File: src/shared/config_port_params.svh
// Constants for the configuration data port
`ifndef CONFIG_PORT_PARAMS_SVH
`define CONFIG_PORT_PARAMS_SVH
`define ADDR_LOW_WIDTH 18
`define ADDR_HIGH_WIDTH 4
`define DATA_WIDTH 8
`define STATUS_BIT 7
`define BITS_PER_BYTE 4'h8
`define BIT_COUNT_ZERO 4'h0
`define ADDR_ZERO 22'h000000
`define ADDR_STEP 22'h000001
`define BYTE_ZERO 8'h00
`define LOW_BITS_HIGH 7'h7F
// Synchroniser reset levels, clock pin idles low
`define SYNC_IDLE 14'h3DFF
`endif

File: src/shared/config_port_pkg.sv
// Types for the configuration data port
package config_port_pkg;
  typedef enum logic [2:0] {
    MODE_SLAVE_SERIAL,
    MODE_MASTER_SERIAL,
    MODE_MASTER_PARALLEL,
    MODE_PERIPHERAL,
    MODE_EXPRESS
  } config_mode_type;
endpackage : config_port_pkg

File: src/logic/pin_sync.sv
// Two flip-flop synchroniser, one per bit
`timescale 1ns/10ps
`default_nettype none
module pin_sync #(
  parameter int               WIDTH       = 1,
  parameter logic [WIDTH-1:0] RESET_VALUE = {WIDTH{1'b1}}
) (
  input  wire logic             clock,
  input  wire logic             sys_rst,
  input  wire logic [WIDTH-1:0] async_in,
  output logic      [WIDTH-1:0] sync_out
);
  logic [WIDTH-1:0] stage;
  genvar i;
  generate
    for (i = 0; i < WIDTH; i++) begin : g_bit
      always_ff @(posedge clock) begin
        if (sys_rst) begin
          stage[i]    <= RESET_VALUE[i];
          sync_out[i] <= RESET_VALUE[i];
        end else begin
          stage[i]    <= async_in[i];
          sync_out[i] <= stage[i];
        end
      end
    end
  endgenerate
endmodule : pin_sync
`default_nettype wire

File: src/logic/config_data_port.sv
// Configuration data port: peripheral, parallel, serial and daisy chain paths
`timescale 1ns/10ps
`default_nettype none
`include "config_port_params.svh"

// Overview of operation
// - selected only while select_low_input is low and select_high_input is high.
// - a low write strobe while selected and not busy captures the data byte into the buffer.
// - selected with read strobe low drives the top data bit as ready high, busy low.
// - during a status read the seven lower data bits are driven high.
// - strobes should be exclusive; if both are low the write wins and the read is ignored.
// - in express mode select_high_input acts as serial enable from upstream.
// - master parallel drives an 18-bit eprom address.
// - wide variants drive 4 more high address bits above the 18.
// - master parallel and peripheral modes take data on data inputs 7 to 1 plus the serial input.
// - serial modes sample serial input on each rising config_clock edge.
// - in parallel modes the serial input pin is bit zero of the data byte.
// - all modes but express offer a serial output for downstream devices.
// - serial output changes on falling config_clock edges 1.5 periods after input.
// - in express mode the serial output pin carries a downstream enable status.
// - after configuration all these pins are released to user I/O.
module config_data_port #(
  parameter bit WIDE_ADDRESS = 1'b1
) (
  input  wire logic                           clock,
  input  wire logic                           sys_rst,
  input  wire config_port_pkg::config_mode_type mode,
  input  wire logic                           config_done,
  input  wire logic                           config_clock,
  input  wire logic                           select_low_input,
  input  wire logic                           select_high_input,
  input  wire logic                           write_strobe_n,
  input  wire logic                           read_strobe_n,
  input  wire logic [`DATA_WIDTH-1:0]         data_in,
  input  wire logic                           serial_in,
  input  wire logic                           express_done,
  output logic      [`DATA_WIDTH-1:0]         data_out,
  output logic      [`DATA_WIDTH-1:0]         data_oe,
  output logic      [`ADDR_LOW_WIDTH-1:0]     eprom_address_low,
  output logic                                address_low_oe,
  output logic      [`ADDR_HIGH_WIDTH-1:0]    eprom_address_high,
  output logic                                address_high_oe,
  output logic                                serial_out,
  output logic                                serial_out_oe,
  output logic      [`DATA_WIDTH-1:0]         config_byte,
  output logic                                config_byte_valid
);
  // ****************************************************************
  // Pin synchronisers
  // ****************************************************************
  logic [13:0] pins_sync;
  logic        sel_low_s, sel_high_s, ws_s, rs_s, config_clock_s, din_s;
  logic [6:0]  d_hi_s;

  pin_sync #(.WIDTH(14), .RESET_VALUE(`SYNC_IDLE)) u_sync (
    .clock    (clock),
    .sys_rst  (sys_rst),
    .async_in ({select_low_input, select_high_input, write_strobe_n, read_strobe_n,
                config_clock, serial_in, data_in[7:1], 1'b1} ),
    .sync_out (pins_sync)
  );
  assign {sel_low_s, sel_high_s, ws_s, rs_s, config_clock_s, din_s, d_hi_s} = pins_sync[13:1];

  // ****************************************************************
  // Mode decode and edges
  // ****************************************************************
  logic is_serial, is_parallel, is_periph, is_master_par, is_express, active;
  logic config_clock_q, config_clock_rise, config_clock_fall;
  logic [`DATA_WIDTH-1:0] byte_in;

  assign active        = !config_done;
  assign is_express    = active && mode == config_port_pkg::MODE_EXPRESS;
  assign is_master_par = active && mode == config_port_pkg::MODE_MASTER_PARALLEL;
  assign is_periph     = active && mode == config_port_pkg::MODE_PERIPHERAL;
  assign is_parallel   = is_master_par || is_periph;
  assign is_serial     = active && (mode == config_port_pkg::MODE_SLAVE_SERIAL
                                    || mode == config_port_pkg::MODE_MASTER_SERIAL);
  assign byte_in       = {d_hi_s, din_s};

  always_ff @(posedge clock) begin
    if (sys_rst) config_clock_q <= 1'b0;
    else config_clock_q <= config_clock_s;
  end
  assign config_clock_rise = config_clock_s && !config_clock_q;
  assign config_clock_fall = !config_clock_s && config_clock_q;

  // ****************************************************************
  // Peripheral write and status
  // ****************************************************************
  logic selected, write_hit, read_hit, ws_q, write_edge, busy;
  logic [`DATA_WIDTH-1:0] par_shift;
  logic [3:0]             par_count;
  logic                   par_loaded;

  assign selected   = is_periph && !sel_low_s && sel_high_s;
  assign write_hit  = selected && !ws_s;
  assign read_hit   = selected && !rs_s && ws_s;
  assign write_edge = write_hit && ws_q;

  always_ff @(posedge clock) begin
    if (sys_rst) ws_q <= 1'b1;
    else ws_q <= ws_s || !selected;
  end

  // Busy while the held byte is still being shifted out
  assign busy = par_loaded;

  always_ff @(posedge clock) begin
    if (sys_rst) begin
      data_out <= `BYTE_ZERO;
      data_oe  <= `BYTE_ZERO;
    end else if (read_hit) begin
      data_out <= {!busy, `LOW_BITS_HIGH};
      data_oe  <= {`DATA_WIDTH{1'b1}};
    end else begin
      data_out <= `BYTE_ZERO;
      data_oe  <= `BYTE_ZERO;
    end
  end

  // ****************************************************************
  // Master parallel addressing
  // ****************************************************************
  logic [`ADDR_LOW_WIDTH+`ADDR_HIGH_WIDTH-1:0] address;
  logic take_master_byte;

  assign take_master_byte = is_master_par && config_clock_rise && !par_loaded;

  always_ff @(posedge clock) begin
    if (sys_rst) address <= `ADDR_ZERO;
    else if (take_master_byte) address <= address + `ADDR_STEP;
  end
  assign eprom_address_low  = address[`ADDR_LOW_WIDTH-1:0];
  assign eprom_address_high = address[`ADDR_LOW_WIDTH+`ADDR_HIGH_WIDTH-1:`ADDR_LOW_WIDTH];
  assign address_low_oe     = is_master_par;
  assign address_high_oe    = is_master_par && WIDE_ADDRESS;

  // ****************************************************************
  // Byte buffer, serialised on falling edges
  // ****************************************************************
  logic [`DATA_WIDTH-1:0] load_byte;
  logic                   load_now;

  assign load_now  = !par_loaded && ((write_edge) || take_master_byte);
  assign load_byte = byte_in;

  always_ff @(posedge clock) begin
    if (sys_rst) begin
      par_shift  <= `BYTE_ZERO;
      par_count  <= `BIT_COUNT_ZERO;
      par_loaded <= 1'b0;
    end else if (load_now) begin
      par_shift  <= load_byte;
      par_count  <= `BITS_PER_BYTE;
      par_loaded <= 1'b1;
    end else if (par_loaded && config_clock_fall && is_parallel) begin
      par_shift  <= {1'b0, par_shift[7:1]};
      par_count  <= par_count - 4'h1;
      par_loaded <= par_count != 4'h1;
    end
  end

  // ****************************************************************
  // Serial capture and daisy chain
  // ****************************************************************
  logic din_taken, ser_bit;

  always_ff @(posedge clock) begin
    if (sys_rst) begin
      din_taken <= 1'b1;
    end else if (is_serial && config_clock_rise) begin
      din_taken <= din_s;
    end
  end

  // Delay from rising capture to next falling edge plus one period
  logic din_stage;
  always_ff @(posedge clock) begin
    if (sys_rst) begin
      din_stage <= 1'b1;
      ser_bit   <= 1'b1;
    end else begin
      if (config_clock_fall) din_stage <= din_taken;
      if (is_express) ser_bit <= express_done;
      else if (config_clock_fall) ser_bit <= is_parallel ? par_shift[0] : din_stage;
    end
  end

  always_ff @(posedge clock) begin
    if (sys_rst) begin
      config_byte       <= `BYTE_ZERO;
      config_byte_valid <= 1'b0;
    end else begin
      config_byte_valid <= load_now || (is_express && sel_high_s && config_clock_rise);
      if (load_now) config_byte <= load_byte;
      else if (is_express && sel_high_s && config_clock_rise) config_byte <= byte_in;
    end
  end

  assign serial_out    = ser_bit;
  assign serial_out_oe = active;

  // ****************************************************************
  // Checks
  // ****************************************************************
  status_drive_a: assert property (@(posedge clock) disable iff (sys_rst)
    read_hit |=> data_oe == {`DATA_WIDTH{1'b1}} && data_out[`STATUS_BIT-1:0] == `LOW_BITS_HIGH)
    else $error("status read drive wrong");
  write_wins_a: assert property (@(posedge clock) disable iff (sys_rst)
    (selected && !ws_s && !rs_s) |=> data_oe == `BYTE_ZERO) else $error("read driven during write");
  busy_flag_a: assert property (@(posedge clock) disable iff (sys_rst)
    (read_hit && par_loaded) |=> !data_out[`STATUS_BIT]) else $error("ready shown while busy");
  ready_flag_a: assert property (@(posedge clock) disable iff (sys_rst)
    (read_hit && !par_loaded) |=> data_out[`STATUS_BIT]) else $error("busy shown while ready");
  unselected_quiet_a: assert property (@(posedge clock) disable iff (sys_rst)
    (!selected) |=> data_oe == `BYTE_ZERO) else $error("data driven while unselected");
  write_busy_a: assert property (@(posedge clock) disable iff (sys_rst)
    load_now |=> par_loaded) else $error("write did not set busy");
  address_step_a: assert property (@(posedge clock) disable iff (sys_rst)
    take_master_byte |=> address == $past(address) + `ADDR_STEP) else $error("address not stepped");
  released_a: assert property (@(posedge clock) disable iff (sys_rst)
    config_done |-> !serial_out_oe && !address_low_oe && !address_high_oe) else $error("pins held after done");
  released_data_a: assert property (@(posedge clock) disable iff (sys_rst)
    config_done |=> data_oe == `BYTE_ZERO) else $error("data held after done");
  fall_only_a: assert property (@(posedge clock) disable iff (sys_rst)
    (!is_express && !config_clock_fall) |=> $stable(ser_bit)) else $error("serial out moved off falling edge");
  express_drive_a: assert property (@(posedge clock) disable iff (sys_rst)
    is_express |=> serial_out == $past(express_done)) else $error("express status not shown");
endmodule : config_data_port
`default_nettype wire

File: config.mk
export PLATFORM = sky130hd
export DESIGN_NAME = config_data_port
export DESIGN_NICKNAME = d
export VERILOG_FILES = /design/src/shared/config_port_pkg.sv /design/src/logic/pin_sync.sv /design/src/logic/config_data_port.sv
export VERILOG_INCLUDE_DIRS = /design/src /design/src/shared
export SDC_FILE = /design/constraint.sdc
export NUM_CORES = 1
export LEC_CHECK = 0
export BUFFER_PORTS_ARGS = -buffer_cell sky130_fd_sc_hd__buf_2
export CORE_MARGIN = 4
export CORE_UTILIZATION = 55
export DETAILED_ROUTE_END_ITERATION = 7
export GPL_TIMING_DRIVEN = 0
export PLACE_DENSITY = 0.81
export SYNTH_ARGS = -nofsm -noshare
export SYNTH_HDL_FRONTEND = slang
export SYNTH_SLANG_ARGS = --single-unit
export TNS_END_PERCENT = 5
File: constraint.sdc
create_clock -name clock -period 2.9 [get_ports clock]
set_clock_uncertainty 0.1 [all_clocks]
set_input_delay 0.435 -clock clock [delete_from_list [all_inputs] [get_ports clock]]
set_output_delay 0.435 -clock clock [all_outputs]
set_load 0.02 [all_outputs]
; ---- Word-level counts from Yosys, hierarchy flattened
; Cells that the tools add are included.
[op_classes]
add_sub_neg = 2
n_eq_ne = 5
muxes = 13
n_bitwise = 1
n_reduce_logical = 39
[op_table]
columns = op, n
row1 = 8-bit two-way mux, 5
row2 = 22-bit by 1-bit adder with 22-bit output (second input constant), 1
row3 = 1-bit logical AND, 20
row4 = 1-bit logical NOT, 8
row5 = 4-bit two-way mux, 2
row6 = 7-bit two-way mux, 1
row7 = 3-bit by 2-bit equality test with 1-bit output (second input constant), 2
row8 = 2-bit nonzero test, 3
row9 = 1-bit logical OR, 5
row10 = 1-bit two-way mux, 5
row11 = 4-bit by 1-bit != test with 1-bit output (second input constant), 1
row12 = 2-bit OR reduction, 2
row13 = 4-bit by 1-bit subtractor with 4-bit output (second input constant), 1
row14 = 3-bit by 1-bit equality test with 1-bit output (second input constant), 1
row15 = 3-bit equality test (second input constant), 1
row16 = 3-bit logical NOT, 1
row17 = 1-bit NOT, 1
[word_totals]
register_bits = 91
in_bits = 21

; ---- Logic depth before layout (Yosys ltp)
[depth]
word_depth = 9
mapped_depth = 6
depth_no_buf = 5

; ---- By module
; A second synthesis with hierarchy kept.
[hier_totals]
hier_cells = 334
hier_area_um2 = 3289.4
[modules_own_cells]
columns = module, instances, cells_each, area_per_inst_um2, seq_area_each_um2
row1 = config_data_port, 1, 276, 2526.2, 1021.0
row2 = pin_sync, 1, 58, 763.2, 560.5

; ---- Worst setup path after synthesis
; Ideal clock, no wire load.
[synth_timing]
path_type = input to register
from = input port mode[0]
to = register address[20]
arrival_ps = 2062
required_time_ps = 2729
setup_slack_ps = 667
stages = 5
cell_sequence = nor4b_4 nand4_4 buf_6 or4_1 a21oi_1
[synth_via]
elab_chain_len = 4
[synth_rtl]
columns = item, line_no
row1 = start: declaration, config_data_port.sv:27  ; input wire config_port_pkg::config_mode_type mode,
row2 = 3-bit by 2-bit equality test with 1-bit output, config_data_port.sv:73  ; assign is_master_par = active && mode == config_port_pkg::MODE_MASTER_PARALLEL;
row3 = 1-bit logical AND, config_data_port.sv:73
row4 = 1-bit logical AND (2 in a row), config_data_port.sv:127  ; assign take_master_byte = is_master_par && config_clock_rise && !par_loaded;
row5 = end signal: assignment, config_data_port.sv:130  ; if (sys_rst) address <= `ADDR_ZERO;
row6 = end signal: assignment, config_data_port.sv:131  ; else if (take_master_byte) address <= address + `ADDR_STEP;
row7 = end: declaration, config_data_port.sv:124  ; logic [`ADDR_LOW_WIDTH+`ADDR_HIGH_WIDTH-1:0] address;
; No other way between the ends.
; A chain may end at the register's enable or synchronous reset.

; ---- Worst setup path after layout
[layout_timing]
from = register u_sync.sync_out[9]
to = register address[12]
[layout_via]
elab_chain_len = 3
[layout_rtl]
columns = item, line_no
row1 = start: declaration, pin_sync.sv:11  ; output logic [WIDTH-1:0] sync_out
row2 = start signal: indexed assignment, pin_sync.sv:20  ; sync_out[i] <= RESET_VALUE[i];
row3 = start signal: indexed assignment, pin_sync.sv:23  ; sync_out[i] <= stage[i];
row4 = 1-bit logical AND, config_data_port.sv:84  ; assign config_clock_rise = config_clock_s && !config_clock_q;
row5 = 1-bit logical AND (2 in a row), config_data_port.sv:127
; No other way between the ends.

==> out/results.tsv <==
stage	metric	value	unit
outcome	outcome	completed	
global_route	vias in the first global route	2537	
routing	Final ANT Viol Nets	0	
clock_network	Max Buffers Root-to-Sink	2	
floorplanning	Die ar.	7229	um^2
logic_synthesis	Avg Cell Area, Syn	9.770	um^2
logic_synthesis	top cells by area, synth	dfxtp_1, or2_2, buf_4	
clock_network	H-Tree Level Count	3	
logic_synthesis	register area share after synthesis	47.24	%
global_route	first-pass GRT wire length	11700	um
final_layout	fillcell total	447	
pwr	sequential share of power	57.8	%
place	dpl cells	476	
timing	Period Utilization, post-route	80.87	%
logic_synthesis	synthesized flop and latch total	77	
timing	Slew headroom	52.70	%
timing	Slew Viols, Final	0	
pwr	Lkg Pwr	1.673	nW
clock_network	CTS Sinks	77	
final_layout	Final Net Count	439	
timing	Final min period	2.345	ns
worst_setup_path	Crit Path Class	reg2reg	
pwr	Pwr Density	485.9	nW/um^2
timing	Max Clock Freq	426.4	MHz
clock_network	number of hold buffers added after CTS	0	
routing	Routed wire per std cell	14.34	um
floorplanning	IO Count	72	
clock_network	Post-CTS Setup Bufs	0	
clock_network	CTS tree	built	
timing	Tightest Pin Transition	0.7065	ns
pwr	switching part of the total power	24.20	%
worst_setup_path	Worst Path Required	3.03	ns
routing	Via density	5.459	
floorplanning	standard-cell rows	27	
timing	WHS	0.1537	ns
worst_setup_path	crit start category	flip-flop	
pwr	Logic pwr share	4.7	%
clock_network	Gates resized, CTS repair	0	
timing	setup tns final	0	ns
clock_network	total CTS buffers	9	
floorplanning	Starting Density	57.84	%
worst_hold_path	HP Class	in2reg	
pwr	switching pwr	0.4553	mW
logic_synthesis	top_reg_cell synth	dfxtp_1	
final_layout	Non-Filler Instances	492	
place	DP HPWL	5006	um
place	RePlAce Congestion	0.8379	
global_route	gr usage total	20.08	%
logic_synthesis	yosys warns	0	
pwr	clock network power share	37.5	%
logic_synthesis	Mapped Nets	358	
global_route	remaining global-route overflow	0	
timing	final hold viol count	0	
clock_network	Clock Latency Late Sink	0.36	ns
routing	number of remaining DRC errors	0	
final_layout	Area growth syn-to-layout	18.63	%
floorplanning	core area	5642	um^2
routing	DRT Wirelength	7053	um
routing	Vias	2686	
logic_synthesis	post-synth top area share	47.24	%
global_route	initial antenna violation count	0	
final_layout	final antenna diode count	0	
clock_network	Clock Root Buffer	clkbuf_8	
routing	DRT Pass-1 Iters	4	
worst_setup_path	Critical Path End Type	flip-flop	
logic_synthesis	Synth cell types	48	
logic_synthesis	synthesized area	3263	um^2
logic_synthesis	Gate Count Post-Synth	334	
logic_synthesis	Post-synth ARST share	0	%
floorplanning	Die X	85.03	um
clock_network	clock slew at reported path FFs	0.08	ns
timing	RSZ-0062 raised after global routing	no	
routing	initial DRC count	149	
pwr	Int Power	1.426	mW
flow_run	total of max-cap violations	0	
pwr	worst vdd ir	0.4749	mV
timing	final setup vio count	0	
logic_synthesis	largest area contributor in the synthesized netlist	dfxtp_1	
place	# port buffers	70	
worst_setup_path	crit path DAT	2.47	ns
global_route	largest net degree at the start of global routing	16	
worst_setup_path	crit path max fanout	10	
final_layout	layout cell share with drive strength beyond 1	34.05	%
floorplanning	die extent in y	85.03	um
logic_synthesis	Post-synth EDFFs	0	
Yosys cell counts (2+ instances only):
cell / count
dfxtp_1: 77
or2_2: 25
nand2b_1: 16
a21oi_1: 15
buf_4: 15
nand2_1: 14
nor2_1: 14
o31ai_1: 12
or4_1: 12
clkbuf_1: 11
mux2i_1: 10
nor2b_1: 10
inv_1: 8
nand4_1: 8
nand3_1: 7
xor2_1: 7
a22oi_1: 6
a31oi_1: 6
or4b_2: 6
and3_1: 5
buf_2: 5
and2_1: 4
or3_1: 4
ha_1: 3
nor3_1: 3
nor4b_1: 3
xnor2_1: 3
a211o_1: 2
and4_1: 2
o21ai_0: 2
o41ai_1: 2
metrics by stage:
stage	util, %	cell area [um^2]	power, mW	setup WS [ns]
global route	68.62	3871	1.961	0.3986
CTS	68.62	3871	1.896	0.5484
global placement	65.65	3704	1.197	0.3672
floorplan	-	3263	1.164	0.6670
finish	68.62	3871	1.881	0.5548
detailed placement	65.65	3704	1.200	0.3218
flip-flops by register name (all words and copies together), names as in the netlist:
register           flops
u_sync.sync_out       13
config_byte_valid      1
ws_q                   1
config_byte            8
data_out               2
busy                   1
address               22
din_stage              1
par_count              4
serial_out             1
u_sync.stage          13
din_taken              1
par_shift              8
config_clock_q         1
cell type report:
| type | count | area (um^2) | share of cell area, % |
|---|---|---|---|
| buffer | 32 | 190.2 | 4.913 |
| clock buffer | 10 | 127.6 | 3.297 |
| clock inverter | 6 | 40.04 | 1.034 |
| inverter | 8 | 30.03 | 0.7757 |
| multi-input combinational | 217 | 1501 | 38.78 |
| sequential | 77 | 1541 | 39.82 |
| tap | 72 | 90.09 | 2.327 |
| timing repair buffer | 70 | 350.3 | 9.050 |
power groups by stage:
stage                     Clock, mW  Sequential [mW]  Combinational, mW
after floorplan                   0             1.11             0.0523
after global placement            0             1.11             0.0859
after detailed placement          0             1.11             0.0882
after CTS                     0.720             1.09             0.0888
after global routing          0.774             1.09             0.0969
final                         0.706             1.09             0.0881
path summary, 6_finish.rpt:
kind | start | endpoint | slack [ns] | cells past startpoint
worst max-delay path | u_sync.sync_out[9] | address[12] | 0.55 | 6
worst min-delay path | data_in[3] | u_sync.stage[3] | 0.15 | 2
worst max register to register | u_sync.sync_out[9] | address[12] | 0.55 | 6
worst min register to register | u_sync.stage[1] | u_sync.sync_out[1] | 0.31 | 1
per-layer routing:
| metal | up-vias | part of all wire [%] | wire, um | GRT usage, % |
|---|---|---|---|---|
| li1 | 1342 | - | - | - |
| met1 | 1270 | 44 | 3130 | 23.78 |
| met2 | 65 | 49 | 3464 | 33.97 |
| met3 | 9 | 5.3 | 374 | 6.602 |
| met4 | 0 | 1.2 | 84 | 7.050 |
| met5 | - | 0 | 0 | 0 |
cells by family (layout without fill, tap and decap cells):
kind of cell / after synthesis / count (layout) / share of synthesized area (%)
adder cells (fa/ha/maj): 3 / 3 / 1.150
multiplexers: 12 / 12 / 3.758
XOR/XNOR: 10 / 10 / 2.684
AND/OR/NAND/NOR: 142 / 142 / 28.22
buffers and inverters: 40 / 126 / 6.748
AO/OA/AOI/OAI: 50 / 50 / 10.20
flip-flops: 77 / 77 / 47.24
cell usage in the layout (no fill, tap or decap), types with 7 or more instances in the layout:
cell type  instances
nor2_1            14
xor2_1             7
or2_2             25
nand4_1            8
nand3_1            7
buf_4             15
inv_1              8
buf_2             75
o31ai_1           12
a21oi_1           15
clkbuf_1          12
or4_1             12
nor2b_1           10
nand2_1           14
dfxtp_1           77
nand2b_1          16
clkbuf_8           9
mux2i_1           10
worst max-delay path, cell delays in order (launching register included):
cell,delay (ns)
dfxtp_1,0.38
nor3b_2,0.60
nand4_4,0.25
buf_6,0.22
clkbuf_1,0.23
o31ai_1,0.32
a21oi_1,0.10
Power figures use the tool's default switching activity.
